<file path="src/frame_counter_pkg.sv">
// Constants for the USB host frame counter block
`default_nettype none
package frame_counter_pkg;
	localparam logic [7:0] OFS_INTERVAL = 8'h34;
	localparam logic [7:0] OFS_REMAINING = 8'h38;
	localparam logic [7:0] OFS_NUMBER = 8'h3c;
	localparam logic [7:0] OFS_CONTROL = 8'h50;
	localparam logic [7:0] OFS_SHARED_BASE = 8'h54;
	localparam logic [7:0] OFS_INT_STATUS = 8'h58;
	localparam logic [7:0] OFS_INT_CLEAR = 8'h5c;
	localparam logic [7:0] OFS_INT_ENABLE = 8'h60;
	localparam int INTERVAL_W = 14;
	localparam int BUDGET_W = 15;
	localparam int NUMBER_W = 16;
	localparam int TOGGLE_BIT = 31;
	localparam int BUDGET_LSB = 16;
	localparam int BUDGET_MSB = 30;
	localparam logic [13:0] INTERVAL_NOMINAL = 14'h2edf;
	localparam int CTRL_OPER_BIT = 0;
	localparam int CTRL_RESET_BIT = 1;
	localparam int INT_SOF_BIT = 0;
	localparam int INT_W = 1;
	localparam int SYS_CLK_KHZ = 250000;
	localparam int BIT_RATE_KHZ = 12000;
	// Fractional accumulator: add bit rate each cycle, tick on wrap of clock rate
	localparam logic [17:0] ACC_STEP = 18'h02ee0;
	localparam logic [17:0] ACC_WRAP = 18'h3d090;
	typedef enum logic [1:0] {
		WR_IDLE = 2'b00,
		WR_REQ = 2'b01,
		WR_FLAG = 2'b11
	} wr_state_e;
endpackage
`default_nettype wire

</file>
<file path="src/usb_host_frame_counter.sv">
// Frame interval, remaining and number counters with Wishbone registers
`default_nettype none
module usb_host_frame_counter (
	// Clock and reset
	input wire logic sys_clk_in,
	input wire logic resetn_in,
	// Wishbone slave
	input wire logic wb_cyc_in,
	input wire logic wb_stb_in,
	input wire logic wb_we_in,
	input wire logic [7:0] wb_adr_in,
	input wire logic [3:0] wb_sel_in,
	input wire logic [31:0] wb_dat_in,
	output logic [31:0] wb_dat_out,
	output logic wb_ack_out,
	// Shared area memory write port
	output logic mem_wr_req_out,
	output logic [31:0] mem_wr_addr_out,
	output logic [15:0] mem_wr_data_out,
	input wire logic mem_wr_ack_in,
	// Frame events and budget
	output logic sof_out,
	output logic [14:0] budget_count_out,
	// Interrupt
	output logic irq_out
);
	logic [17:0] acc_q, acc_d;
	logic tick_q, tick_d;
	logic [13:0] interval_q, interval_d;
	logic [14:0] budget_q, budget_d;
	logic itoggle_q, itoggle_d;
	logic [13:0] remain_q, remain_d;
	logic rtoggle_q, rtoggle_d;
	logic [15:0] number_q, number_d;
	logic oper_q, oper_d;
	logic [31:0] base_q, base_d;
	logic [0:0] status_q, status_d;
	logic [0:0] enable_q, enable_d;
	logic [14:0] bcount_q, bcount_d;
	logic [31:0] rdat_q, rdat_d;
	logic ack_q, ack_d;
	logic sof_q, sof_d;
	logic irq_q, irq_d;
	logic mreq_q, mreq_d;
	logic [31:0] maddr_q, maddr_d;
	logic [15:0] mdata_q, mdata_d;
	frame_counter_pkg::wr_state_e wst_q, wst_d;
	logic wr_hit, rd_hit, oper_enter, reload, boundary, flag_set;

	// Byte-lane merge of a write into a stored word
	function automatic logic [31:0] merge(input logic [31:0] old, input logic [31:0] nw,
			input logic [3:0] sel);
		logic [31:0] r;
		r = old;
		for (int i = 0; i < 4; i++) begin
			if (sel[i]) begin
				r[i*8 +: 8] = nw[i*8 +: 8];
			end
		end
		return r;
	endfunction

	assign wr_hit = wb_cyc_in && wb_stb_in && wb_we_in && !ack_q;
	assign rd_hit = wb_cyc_in && wb_stb_in && !wb_we_in && !ack_q;

	always_comb begin
		logic [31:0] m;
		logic [31:0] ctl;
		m = 32'h0;
		ctl = 32'h0;
		// Bit-time tick at 12 MHz from 250 MHz via fractional accumulator
		if (acc_q + frame_counter_pkg::ACC_STEP >= frame_counter_pkg::ACC_WRAP) begin
			acc_d = acc_q + frame_counter_pkg::ACC_STEP - frame_counter_pkg::ACC_WRAP;
			tick_d = 1'b1;
		end else begin
			acc_d = acc_q + frame_counter_pkg::ACC_STEP;
			tick_d = 1'b0;
		end
		interval_d = interval_q;
		budget_d = budget_q;
		itoggle_d = itoggle_q;
		base_d = base_q;
		enable_d = enable_q;
		oper_d = oper_q;
		status_d = status_q;
		ack_d = 1'b0;
		rdat_d = rdat_q;
		oper_enter = 1'b0;
		if (wr_hit) begin
			ack_d = 1'b1;
			case (wb_adr_in)
				frame_counter_pkg::OFS_INTERVAL: begin
					// Reserved bits 15:14 are dropped; remaining/number writes ignored
					m = merge({itoggle_q, budget_q, 2'b00, interval_q}, wb_dat_in, wb_sel_in);
					interval_d = m[13:0];
					budget_d = m[frame_counter_pkg::BUDGET_MSB:frame_counter_pkg::BUDGET_LSB];
					itoggle_d = m[frame_counter_pkg::TOGGLE_BIT];
				end
				frame_counter_pkg::OFS_CONTROL: begin
					m = merge({30'h0, 1'b0, oper_q}, wb_dat_in, wb_sel_in);
					oper_d = m[frame_counter_pkg::CTRL_OPER_BIT];
					oper_enter = m[frame_counter_pkg::CTRL_OPER_BIT] && !oper_q;
					if (m[frame_counter_pkg::CTRL_RESET_BIT]) begin
						interval_d = frame_counter_pkg::INTERVAL_NOMINAL;
						oper_d = 1'b0;
						oper_enter = 1'b0;
					end
				end
				frame_counter_pkg::OFS_SHARED_BASE: base_d = merge(base_q, wb_dat_in, wb_sel_in);
				frame_counter_pkg::OFS_INT_CLEAR: status_d = status_q & ~wb_dat_in[0:0];
				frame_counter_pkg::OFS_INT_ENABLE: enable_d = wb_dat_in[0:0] & {1{wb_sel_in[0]}};
				default: ;
			endcase
		end else if (rd_hit) begin
			ack_d = 1'b1;
			ctl[frame_counter_pkg::CTRL_OPER_BIT] = oper_q;
			case (wb_adr_in)
				frame_counter_pkg::OFS_INTERVAL: rdat_d = {itoggle_q, budget_q, 2'b00, interval_q};
				frame_counter_pkg::OFS_REMAINING: rdat_d = {rtoggle_q, 17'h0, remain_q};
				frame_counter_pkg::OFS_NUMBER: rdat_d = {16'h0, number_q};
				frame_counter_pkg::OFS_CONTROL: rdat_d = ctl;
				frame_counter_pkg::OFS_SHARED_BASE: rdat_d = base_q;
				frame_counter_pkg::OFS_INT_STATUS: rdat_d = {31'h0, status_q};
				frame_counter_pkg::OFS_INT_ENABLE: rdat_d = {31'h0, enable_q};
				default: rdat_d = 32'h0;
			endcase
		end
		// Set wins over a same-cycle clear
		if (flag_set) begin
			status_d[frame_counter_pkg::INT_SOF_BIT] = 1'b1;
		end
		irq_d = |(status_d & enable_d);
	end

	// Frame timing
	assign reload = oper_q && tick_q && (remain_q == 14'h0);
	assign boundary = reload || oper_enter;
	always_comb begin
		remain_d = remain_q;
		rtoggle_d = rtoggle_q;
		number_d = number_q;
		bcount_d = bcount_q;
		sof_d = 1'b0;
		if (oper_enter) begin
			remain_d = interval_q;
			number_d = number_q + 16'h0001;
		end else if (reload) begin
			remain_d = interval_q;
			rtoggle_d = itoggle_q;
			number_d = number_q + 16'h0001;
		end else if (oper_q && tick_q) begin
			remain_d = remain_q - 14'h0001;
			if (bcount_q != 15'h0) begin
				bcount_d = bcount_q - 15'h0001;
			end
		end
		if (boundary) begin
			bcount_d = budget_q;
			sof_d = 1'b1;
		end
		if (!oper_d) begin
			remain_d = (oper_q && !oper_d) ? 14'h0 : remain_d;
		end
	end

	// Shared area write after SOF, then flag
	always_comb begin
		wst_d = wst_q;
		mreq_d = mreq_q;
		maddr_d = maddr_q;
		mdata_d = mdata_q;
		flag_set = 1'b0;
		case (wst_q)
			frame_counter_pkg::WR_IDLE: begin
				if (sof_q) begin
					mreq_d = 1'b1;
					maddr_d = base_q;
					mdata_d = number_q;
					wst_d = frame_counter_pkg::WR_REQ;
				end
			end
			frame_counter_pkg::WR_REQ: begin
				if (mem_wr_ack_in) begin
					mreq_d = 1'b0;
					wst_d = frame_counter_pkg::WR_FLAG;
				end
			end
			frame_counter_pkg::WR_FLAG: begin
				flag_set = 1'b1;
				wst_d = frame_counter_pkg::WR_IDLE;
			end
			default: wst_d = frame_counter_pkg::WR_IDLE;
		endcase
	end

	always_ff @(posedge sys_clk_in or negedge resetn_in) begin
		if (!resetn_in) begin
			acc_q <= 18'h0;
			tick_q <= 1'b0;
			interval_q <= frame_counter_pkg::INTERVAL_NOMINAL;
			budget_q <= 15'h0;
			itoggle_q <= 1'b0;
			remain_q <= 14'h0;
			rtoggle_q <= 1'b0;
			number_q <= 16'h0;
			oper_q <= 1'b0;
			base_q <= 32'h0;
			status_q <= 1'b0;
			enable_q <= 1'b0;
			bcount_q <= 15'h0;
			rdat_q <= 32'h0;
			ack_q <= 1'b0;
			sof_q <= 1'b0;
			irq_q <= 1'b0;
			mreq_q <= 1'b0;
			maddr_q <= 32'h0;
			mdata_q <= 16'h0;
			wst_q <= frame_counter_pkg::WR_IDLE;
		end else begin
			acc_q <= acc_d;
			tick_q <= tick_d;
			interval_q <= interval_d;
			budget_q <= budget_d;
			itoggle_q <= itoggle_d;
			remain_q <= remain_d;
			rtoggle_q <= rtoggle_d;
			number_q <= number_d;
			oper_q <= oper_d;
			base_q <= base_d;
			status_q <= status_d;
			enable_q <= enable_d;
			bcount_q <= bcount_d;
			rdat_q <= rdat_d;
			ack_q <= ack_d;
			sof_q <= sof_d;
			irq_q <= irq_d;
			mreq_q <= mreq_d;
			maddr_q <= maddr_d;
			mdata_q <= mdata_d;
			wst_q <= wst_d;
		end
	end

	assign wb_dat_out = rdat_q;
	assign wb_ack_out = ack_q;
	assign mem_wr_req_out = mreq_q;
	assign mem_wr_addr_out = maddr_q;
	assign mem_wr_data_out = mdata_q;
	assign sof_out = sof_q;
	assign budget_count_out = bcount_q;
	assign irq_out = irq_q;
endmodule // usb_host_frame_counter
`default_nettype wire

</file>
<file path="config.mk">
export PLATFORM = sky130hd
export DESIGN_NAME = usb_host_frame_counter
export DESIGN_NICKNAME = d
export VERILOG_FILES = /design/src/frame_counter_pkg.sv /design/src/usb_host_frame_counter.sv
export SDC_FILE = /design/constraint.sdc
export NUM_CORES = 1
export LEC_CHECK = 0
export BUFFER_PORTS_ARGS = -buffer_cell sky130_fd_sc_hd__buf_2
export CAP_MARGIN = 20
export CORE_MARGIN = 5
export CORE_UTILIZATION = 60
export CTS_BUF_LIST = sky130_fd_sc_hd__clkbuf_8 sky130_fd_sc_hd__clkbuf_16
export DETAILED_ROUTE_END_ITERATION = 10
export PLACE_DENSITY = 0.82
export RECOVER_POWER = 100
export SETUP_SLACK_MARGIN = 0.2
export SKIP_CTS_REPAIR_TIMING = 1
export SYNTH_ARGS = -nofsm -noshare
export SYNTH_HDL_FRONTEND = slang
export SYNTH_SLANG_ARGS = --single-unit
export TNS_END_PERCENT = 10
</file>
<file path="constraint.sdc">
create_clock -name sys_clk_in -period 4.9 [get_ports sys_clk_in]
set_input_delay 0.98 -clock sys_clk_in [delete_from_list [all_inputs] [get_ports sys_clk_in]]
set_output_delay 0.98 -clock sys_clk_in [all_outputs]
set_load 0.02 [all_outputs]
</file>
Word level (Yosys, flattened, before mapping)
Cells that the tools add are included.
{"block": "totals", "regBits": 216, "input_bits": 50, "out_inout_bits": 99}
{"block": "classes", "n_addsub": 5, "order_cmp": 1, "n_eq_ne": 17, "mux": 43, "bitwise_logic": 6, "reduce_logical": 36}
{"op": "$pmux W32 S7", "n": 1}
{"op": "$mux W14", "n": 6}
{"op": "$mux W15", "n": 5}
{"op": "$eq A8 B7 Y1 const B", "n": 5}
{"op": "$mux W16", "n": 2}
{"op": "$pmux W14 S2", "n": 1}
{"op": "$eq A8 B6 Y1 const B", "n": 3}
{"op": "$reduce_and A3 Y1", "n": 7}
{"op": "$add A18 B14 Y18 const B", "n": 1}
{"op": "$ge A18 B18 Y1 const B", "n": 1}
{"op": "$mux W1", "n": 18}
{"op": "$mux W18", "n": 1}
{"op": "$sub A18 B18 Y18 const B", "n": 1}
{"op": "$add A16 B1 Y16 const B", "n": 1}
{"op": "$reduce_bool A15 Y1", "n": 1}
{"op": "$sub A15 B1 Y15 const B", "n": 1}
{"op": "$logic_not A14 Y1", "n": 1}
{"op": "$sub A14 B1 Y14 const B", "n": 1}
{"op": "$reduce_and A4 Y1", "n": 3}
{"op": "$mux W2", "n": 5}
{"op": "$ne A2 B2 Y1 const B", "n": 5}
{"op": "$reduce_bool A2 Y1", "n": 5}
{"op": "$logic_and A1 B1 Y1", "n": 9}
{"op": "$mux W8", "n": 1}
{"op": "12 further kinds", "n": 23}

Logic depth before layout (Yosys ltp)
Gate-level depths: netlist (run 1).
{"block": "logic_depth", "ltp_word": 11, "ltp_mapped": 10, "depth_no_buf": 9}

Worst setup path before layout (run 1)
No wires, ideal clock.
{"block": "synth_timing", "kind": "input to register", "start": "input port wb_adr_in[7]", "end": "register number_q[5]", "arrival_time_ns": 2.658, "path_slack_ns": 2.119, "path_stages": 9, "path_buffers": 2, "path_cell_list": "and4bb_1 buf_4 nand3_2 or4_4 and2_1 buf_6 nor2_4 nand3_1 xnor2_1"}
{"block": "synth_between", "elab_chain_len": 4, "elab_cells_between_ends": 5, "cone_classes": "eq/ne: 1; mux: 3; reduce/logical: 1"}
{"item": "start, declared", "line": "usb_host_frame_counter.sv:11", "text": "input wire logic [7:0] wb_adr_in,"}
{"item": "$eq A8 B7 Y1 *", "line": "usb_host_frame_counter.sv:91", "text": "case (wb_adr_in)"}
{"item": "$mux W1 *", "line": "usb_host_frame_counter.sv:91"}
{"item": "$mux W1 *", "line": "usb_host_frame_counter.sv:89", "text": "if (wr_hit) begin"}
{"item": "$mux W16 / $reduce_bool A2 Y1 (equally long branches)"}
{"item": "end signal, assigned", "line": "usb_host_frame_counter.sv:227", "text": "number_q <= number_d;"}
{"item": "end, declared", "line": "usb_host_frame_counter.sv:34", "text": "logic [15:0] number_q, number_d;"}
Every way passes the cells marked *; elsewhere a longest branch is shown, timed or not.
A chain may end at the register's enable or synchronous reset.

Worst setup path in the final report (run 1)
{"block": "layout_timing", "start": "input port wb_adr_in[7]", "end": "register interval_q[8]"}
{"block": "layout_between", "elab_chain_len": 3, "elab_cells_between_ends": 7, "cone_classes": "eq/ne: 4; mux: 1; reduce/logical: 2"}
{"item": "$eq A8 B6 Y1 / $eq A8 B7 Y1 (equally long branches)", "line": "usb_host_frame_counter.sv:91"}
{"item": "$ne A2 B2 Y1 (no line) / $reduce_bool A2 Y1 (equally long branches)"}
{"item": "$reduce_and A4 Y1 (no line)"}
{"item": "end signal, assigned", "line": "usb_host_frame_counter.sv:200", "text": "interval_q <= frame_counter_pkg::INTERVAL_NOMINAL;"}
{"item": "end signal, assigned", "line": "usb_host_frame_counter.sv:222", "text": "interval_q <= interval_d;"}
{"item": "end, declared", "line": "usb_host_frame_counter.sv:29", "text": "logic [13:0] interval_q, interval_d;"}
Parallel ways exist; a longest one is shown, timed or not.

==> results of run 1 <==
[power by group through the flow]
stage	combinational [µW]	sequential [µW]	clock (µW)
global route	112	1770	1850
CTS	103	1770	1770
finish	98.6	1770	1750
global placement	100	1800	0
detailed placement	101	1800	0
floorplan	27.9	1800	0
[sequential cells by signal (all words and copies together), names as in the netlist, 2 cells and up]
| signal | flops |
|---|---|
| remain_q | 14 |
| acc_q | 14 |
| mem_wr_data_out | 16 |
| wb_dat_out | 32 |
| budget_q | 15 |
| budget_count_out | 15 |
| interval_q | 14 |
| mem_wr_addr_out | 32 |
| base_q | 32 |
| wst_q | 2 |
| number_q | 16 |
[worst paths after layout]
check	from	to	slack, ns	depth (start not counted)
min in group asynchronous	resetn_in	mem_wr_addr_out[8]	1.34	1
worst max-delay path	wb_adr_in[7]	interval_q[8]	1.37	8
worst max register to register	wst_q[0]	mem_wr_addr_out[31]	1.42	3
worst min-delay path	wb_ack_out	wb_ack_out	0.47	1
max in group asynchronous	resetn_in	mem_wr_addr_out[29]	1.48	2
worst min register to register	wb_ack_out	wb_ack_out	0.47	1
[layout make-up]
class | instances | area, µm²
sequential | 212 | 5320
fill | 1214 | 4650
multi-input combinational | 597 | 4120
timing repair buffer | 159 | 676
clock buffer | 28 | 633
tap | 216 | 270
clock inverter | 12 | 146
inverter | 19 | 71.3
antenna | 1 | 2.50
[cells in the mapped netlist (13+ instances only)]
cell and n:
xnor2_1 45, a21oi_1 22, a22o_1 13, nand3_1 23, o21ai_0 61, a22oi_1 21, clkbuf_1 27, mux2_2 99
nand2_1 100, inv_1 19, nor2_1 61, dfrtp_1 201
[cells by family (layout without fill, tap and decap cells)]
kind of cell	after synthesis	in the layout
xor gates and xnor gates	55	55
adders and majority gates	9	9
and+or+nand+nor	259	259
other	0	1
DFF	212	212
muxes	104	104
AOI/OAI and AO/OA	170	170
buffers and inverters	62	218
[worst max-delay path, stage by stage]
cell      delay, ns
buf_2          0.10
nand2b_1       0.16
nor3b_1        0.66
and2b_1        0.24
buf_4          0.35
a31oi_1        0.07
nor3b_1        1.00
o21ai_0        0.23
[stage by stage]
| step | utilization [%] | worst slack (ns) | total power [µW] |
|---|---|---|---|
| floorplan | - | 2.12 | 1830 |
| global placement | 66.9 | 1.45 | 1900 |
| detailed placement | 66.9 | 1.32 | 1900 |
| CTS | 71.8 | 1.86 | 3650 |
| global route | 70.7 | 0.815 | 3740 |
| finish | 70.8 | 1.37 | 3620 |
[metal layers]
metal	vias up	wire length, µm	share of wire, %	GRT usage, %
met3	39	1710	7.1	5.22
met5	-	17	0.071	0
met4	4	367	1.5	5.88
met1	3650	10300	43	36.2
li1	3372	-	-	-
met2	277	11600	48	41.8
==> summary.txt, run 1 <==
Synthesis
  • Leading area contributor after synthesis: dfrtp_1
  • Synth Cell Area: 9730 µm²
  • Mux cell area share after synthesis: 12.0%
  • Post-synth top flop: dfrtp_1
  • Ys Warns: 0
  • Post-synthesis register bit count: 212
  • Post-synthesis cell count: 871
  • Syn_nets: 930
  • Top-area cell type share of the netlist area: 51.7%
  • Synth cell types: 66
  • Avg Inst Size Synth: 11.2 µm²
  • Synth Area in XOR/XNOR: 5.03%
  • Post-Synth Adder-Cell Area: 1.16%
  • Post-Synth Simple-Gate Area: 12.8%
  • Register area share after synthesis: 54.7%
  • Synth Area in Compound Gates: 11.6%
  • Largest family of logic cells by synthesized area: simple AND/OR/NAND/NOR gates
  • Asr flop ratio synth: 100%
  • Post-synth EDFFs: 0
  • Top post-synthesis cells by area: dfrtp_1 52%, mux2_2 11%, xnor2_1 4.1%, nand2_1 3.9%, o21ai_0 3.1%

Timing
  • Worst Max-Slew Pin Slew: 2.72 ns
  • Final Hold Fails: 0
  • Setup violators final: 0
  • Min Tclk post-route: 3.53 ns
  • Slew headroom: -81.4%
  • Slew Limit Fails: 122
  • Max Freq: 284 MHz
  • Crit share post-route: 71.9%
  • Final setup skew: 0.0309 ns
  • Unrepaired setup endpoints after global routing: false
  • Setup tns final: 0 ns
  • Worst Hold Slack: 0.472 ns

Critical path
  • Max FO, Critical Path: 31
  • Critical Path RT: 5.20 ns
  • CP endpoint kind: register
  • Critical Path AT: 3.82 ns
  • Crit Path Class: in -> reg
  • Worst Setup Start Kind: input pin

Power
  • Switch share: 20.9%
  • Int Power: 2860 µW
  • Leakage power total: 0.00518 µW
  • Sw power: 755 µW
  • Power Dens Cells: 322 nW/µm²
  • Clock power frac: 48.3%
  • Comb power frac: 2.7%
  • Peak VDD IR: 281 µV
  • Flop pwr share: 48.9%

Routing
  • Drt pass-1 iters: 5
  • Starting DRT DRC Count: 556
  • Routed Antenna Nets: 0
  • DRC Markers: 0
  • Via density per instance: 5.90
  • Post-DR wirelength/cell: 19.3 µm
  • Via Count: 7342
  • Post-Route WL: 24.0 mm

Final layout
  • Most frequent cells in the layout: 201 x dfrtp_1, 104 x clkbuf_1, 100 x nand2_1
  • Most common cell after layout, fill and taps aside: dfrtp_1
  • Area Growth Syn to Fin: 15.6%
  • Fraction of layout cells with a size suffix above 1: 20.6%
  • Post-route cell area: 11200 µm²
  • Finished Layout Cells: 1244
  • Final net count: 1070

Run status
  • Status: finished, violations left
  • Failing checks: max-capacitance violations, max-slew violations

Clock tree
  • Clk Latency, worst-skew pair: 0.51 ns
  • H-tree depth: 1
  • CTS Buf Count: 22
  • CTS max path bufs: 3
  • Clk slew on worst S/H paths: 0.06 ns
  • Clock root cell: clkbuf_16
  • Clock sinks: 212
  • TritonCTS clock tree: yes

Placement
  • Post-DP Area: 10600 µm²
  • Cell total after placement: 1202
  • Dpl hpwl: 16.8 mm
  • Routability cong.: 0.954
  • PortBufs: 148

Global routing
  • Vias in the first global route: 7151
  • First-pass GRT wire length: 38.2 mm
  • Largest net degree at the start of global routing: 110
  • Grt total ovfl: 0
  • Global Route Usage Sum: 25.7%
  • Initial antenna violation count: 2

Floorplanning
  • # rows: 46
  • Die W: 137 µm
  • Initial core utilization: 61.2%
  • Chip height: 137 µm
  • Core area: 15900 µm²
  • IO Count: 149
  • Die area: 18900 µm²

Flow run
  • Max Cap Violations: 2

Worst hold path
  • Min-delay worst type: reg -> reg
No activity file was read; power rests on OpenSTA's default activity.
==> run 2, diff against run 1 <==
--- a/config.mk
+++ b/config.mk
@@ -5,13 +5,14 @@
 export SDC_FILE = /design/constraint.sdc
 export NUM_CORES = 1
 export LEC_CHECK = 0
+export ABC_AREA = 1
 export BUFFER_PORTS_ARGS = -buffer_cell sky130_fd_sc_hd__buf_2
 export CAP_MARGIN = 20
 export CORE_MARGIN = 5
-export CORE_UTILIZATION = 60
+export CORE_UTILIZATION = 58
 export CTS_BUF_LIST = sky130_fd_sc_hd__clkbuf_8 sky130_fd_sc_hd__clkbuf_16
 export DETAILED_ROUTE_END_ITERATION = 10
-export PLACE_DENSITY = 0.82
+export PLACE_DENSITY = 0.79
 export RECOVER_POWER = 100
 export SETUP_SLACK_MARGIN = 0.2
 export SKIP_CTS_REPAIR_TIMING = 1
==> constraint.sdc (replaced) <==
create_clock -name sys_clk_in -period 3.45 [get_ports sys_clk_in]
set_input_delay 0.69 -clock sys_clk_in [delete_from_list [all_inputs] [get_ports sys_clk_in]]
set_output_delay 0.69 -clock sys_clk_in [all_outputs]
set_load 0.02 [all_outputs]
==> summary.txt, run 2 <==
Run status
  • Status: finished, violations left
  • Failing checks: max-capacitance violations, max-slew violations

Global routing
  • Initial antenna violation count: 1 (-1)
  • Global Route Usage Sum: 26.1% (+0.31 points)
  • Largest net degree at the start of global routing: 98 (-11%)
  • Grt total ovfl: 0 (unchanged)
  • First-pass GRT wire length: 43.7 mm (+14%)
  • Vias in the first global route: 8892 (+24%)

Timing
  • Final Hold Fails: 0 (unchanged)
  • Slew headroom: -55.9% (+25 points)
  • Setup tns final: 0 ns (unchanged)
  • Slew Limit Fails: 222 (+82%)
  • Final setup skew: 0.0177 ns (-0.0132 ns)
  • Unrepaired setup endpoints after global routing: false
  • Max Freq: 340 MHz
  • Min Tclk post-route: 2.94 ns
  • Crit share post-route: 85.3%
  • Setup violators final: 0 (unchanged)
  • Worst Max-Slew Pin Slew: 2.34 ns (-0.382 ns)

Synthesis
  • Top-area cell type share of the netlist area: 48.9% (-2.8 points)
  • Post-synth top cells: 371 x nand2_1, 201 x dfrtp_1, 151 x o21ai_0, 149 x inv_1, 74 x nand3_1
  • Syn_nets: 1313 (+41%)
  • Most frequent cell after synthesis: nand2_1
  • Avg Inst Size Synth: 8.19 µm² (-27%)
  • Ys Warns: 0 (unchanged)
  • Synth cell types: 44 (-33%)
  • Synth Cell Area: 10300 µm² (+5.6%)
  • Post-synthesis register bit count: 212 (unchanged)
  • Post-synthesis cell count: 1254 (+44%)
  • Register area share after synthesis: 51.8% (-2.9 points)
  • Post-synth top flop: dfrtp_1
  • Leading area contributor after synthesis: dfrtp_1
  • Post-synth EDFFs: 0 (unchanged)
  • Top post-synthesis cells by area: dfrtp_1 49%, nand2_1 14%, o21ai_0 7.4%, inv_1 5.4%, nand3_1 3.6%
  • Asr flop ratio synth: 100% (unchanged)

Critical path
  • Critical Path Slowest Stage Cell: nand3_1
  • Critical Path End: acc_q[15]
  • Critical Path RT: 3.89 ns (-1.31 ns)
  • Worst r2r src: acc_q[5]
  • Max FO, Critical Path: 15 (-52%)
  • Worst Setup SP: acc_q[5]
  • Crit Path Class: reg -> reg
  • CP most frequent cell: nand2_1
  • CP Cell Sequence: inv_1 -> ha_1 -> nand2_2 -> nand2_2 -> nand3_1 -> nand2_1 -> nand3b_1 -> nand2_1 -> nor2_2 -> nand3_1 -> nand2_2 -> nand2_1 -> nand2_1
  • Worst Setup Start Kind: register
  • Reg-to-reg setup timing slack: 0.51 ns (-0.91 ns)
  • Critical Path AT: 3.38 ns (-0.44 ns)
  • Worst-case reg-to-reg path depth: 13 (+10)
  • CP endpoint kind: register
  • CP peak stage delay: 0.51 ns (-0.49 ns)
  • Worst r2r dst: acc_q[15]

Routing
  • Starting DRT DRC Count: 640 (+15%)
  • DRC Markers: 0 (unchanged)
  • Via Count: 9008 (+23%)
  • Routed Antenna Nets: 0 (unchanged)
  • Drt pass-1 iters: 5 (unchanged)
  • Post-DR wirelength/cell: 16.3 µm (-15%)
  • Post-Route WL: 26.6 mm (+11%)
  • Via density per instance: 5.52 (-6.5%)

Final layout
  • Fraction of layout cells with a size suffix above 1: 9.52% (-11 points)
  • Area Growth Syn to Fin: 14.8%
  • Most frequent cells in the layout: 372 x nand2_1, 201 x dfrtp_1, 159 x inv_1
  • Final net count: 1450 (+36%)
  • Fill cell count: 1430 (+18%)
  • Most common cell after layout, fill and taps aside: nand2_1
  • Diodes inserted: 0 (-1)

Floorplanning
  • Die area: 20500 µm² (+8.6%)
  • Chip height: 143 µm (+4.2%)
  • # rows: 48 (+4.3%)
  • Die W: 143 µm (+4.2%)
  • Initial core utilization: 59.2% (-2.0 points)
  • Core area: 17400 µm² (+9.3%)
  • IO Count: 149 (unchanged)

Worst hold path
  • Min-delay worst type: in -> reg
  • Number of cells on the worst hold path: 2 (+1)

Clock tree
  • CTS Buf Count: 23 (+4.5%)
  • Clk slew on worst S/H paths: 0.06 ns (about the same)
  • H-tree depth: 1 (unchanged)
  • Clock root cell: clkbuf_16
  • Clock sinks: 212 (unchanged)
  • Clk Latency, worst-skew pair: 0.52 ns (about the same)
  • CTS max path bufs: 3 (unchanged)
  • TritonCTS clock tree: yes

Power
  • Peak VDD IR: 350 µV (+25%)
  • Leakage power total: 0.00577 µW (+11%)
  • Power Total: 5300 µW (+47%)
  • Power Dens Cells: 449 nW/µm² (+40%)

Placement
  • PortBufs: 148 (unchanged)
  • Routability cong.: 0.896 (-6.1%)
  • Dpl hpwl: 18.5 mm (+10%)

Flow run
  • Max Cap Violations: 3 (+1)
[run 2: area by class of cell]
| cell class | count | area [µm²] | area share, % |
|---|---|---|---|
| tap | 225 | 282 | 2.39 |
| timing repair buffer | 156 | 692 | 5.87 |
| sequential | 212 | 5320 | 45.1 |
| clock inverter | 13 | 145 | 1.23 |
| multi-input combinational | 842 | 4110 | 34.9 |
| clock buffer | 29 | 658 | 5.58 |
| inverter | 156 | 587 | 4.98 |
[run 2: how the worst min path moves through the flow]
| stage | from | endpoint | slack, ns |
|---|---|---|---|
| after floorplan | resetn_in | acc_q[10] | 0.39 |
| final | wb_dat_in[14] | base_q[14] | 0.40 |
| after CTS | resetn_in | oper_q | 0.28 |
| after global placement | mem_wr_data_out[3] | mem_wr_data_out[3] | 0.46 |
| after detailed placement | wb_dat_out[27] | wb_dat_out[27] | 0.46 |
| after global routing | wb_dat_in[14] | base_q[14] | 0.40 |
[run 2: logic make-up after synthesis]
group                    count (synthesis)  share of synthesized area, %
adder cells (fa/ha/maj)                  9                          1.10
flip-flops                             212                          51.8
multiplexers                             7                         0.755
AND/OR/NAND/NOR                        562                          22.9
XOR/XNOR                                40                          3.41
buffers and inverters                  200                          7.84
AO/OA/AOI/OAI                          224                          12.2
[run 2: per-layer routing]
layer | share of wire (%) | up-vias | routed length [µm] | GRT usage [%]
li1 | - | 4315 | - | -
met1 | 43 | 4278 | 11400 | 36.2
met2 | 46 | 337 | 12200 | 40.9
met3 | 8.0 | 76 | 2130 | 5.39
met4 | 3.3 | 2 | 886 | 9.45
met5 | 0.026 | - | 7 | 0
[run 2: power by group]
group	internal, µW	switching [µW]
Clock	1570	990
Combinational	56.9	142
Sequential	2520	22.1
[run 2: worst max-delay path: cells and delay by family (launching register included)]
kind | cells | cell delay [ns]
flops | 1 | 0.48
fa+ha+maj | 1 | 0.24
buf+inv | 1 | 0.14
simple gates | 11 | 2.00
[run 2: per-stage QoR]
step / std cells / cell area, µm² / hold slack [ns] / util, % / setup WS (ns)
2_1_floorplan: 1254 / 10300 / 0.394 / - / 1.41
3_3_place_gp: 1591 / 11200 / 0.460 / 64.4 / 0.768
3_5_place_dp: 1591 / 11200 / 0.461 / 64.4 / 0.623
4_1_cts: 1633 / 12000 / 0.282 / 69.0 / 0.796
5_1_grt: 1633 / 11800 / 0.402 / 67.9 / 0.263
6_report: 1633 / 11800 / 0.402 / 67.9 / 0.508
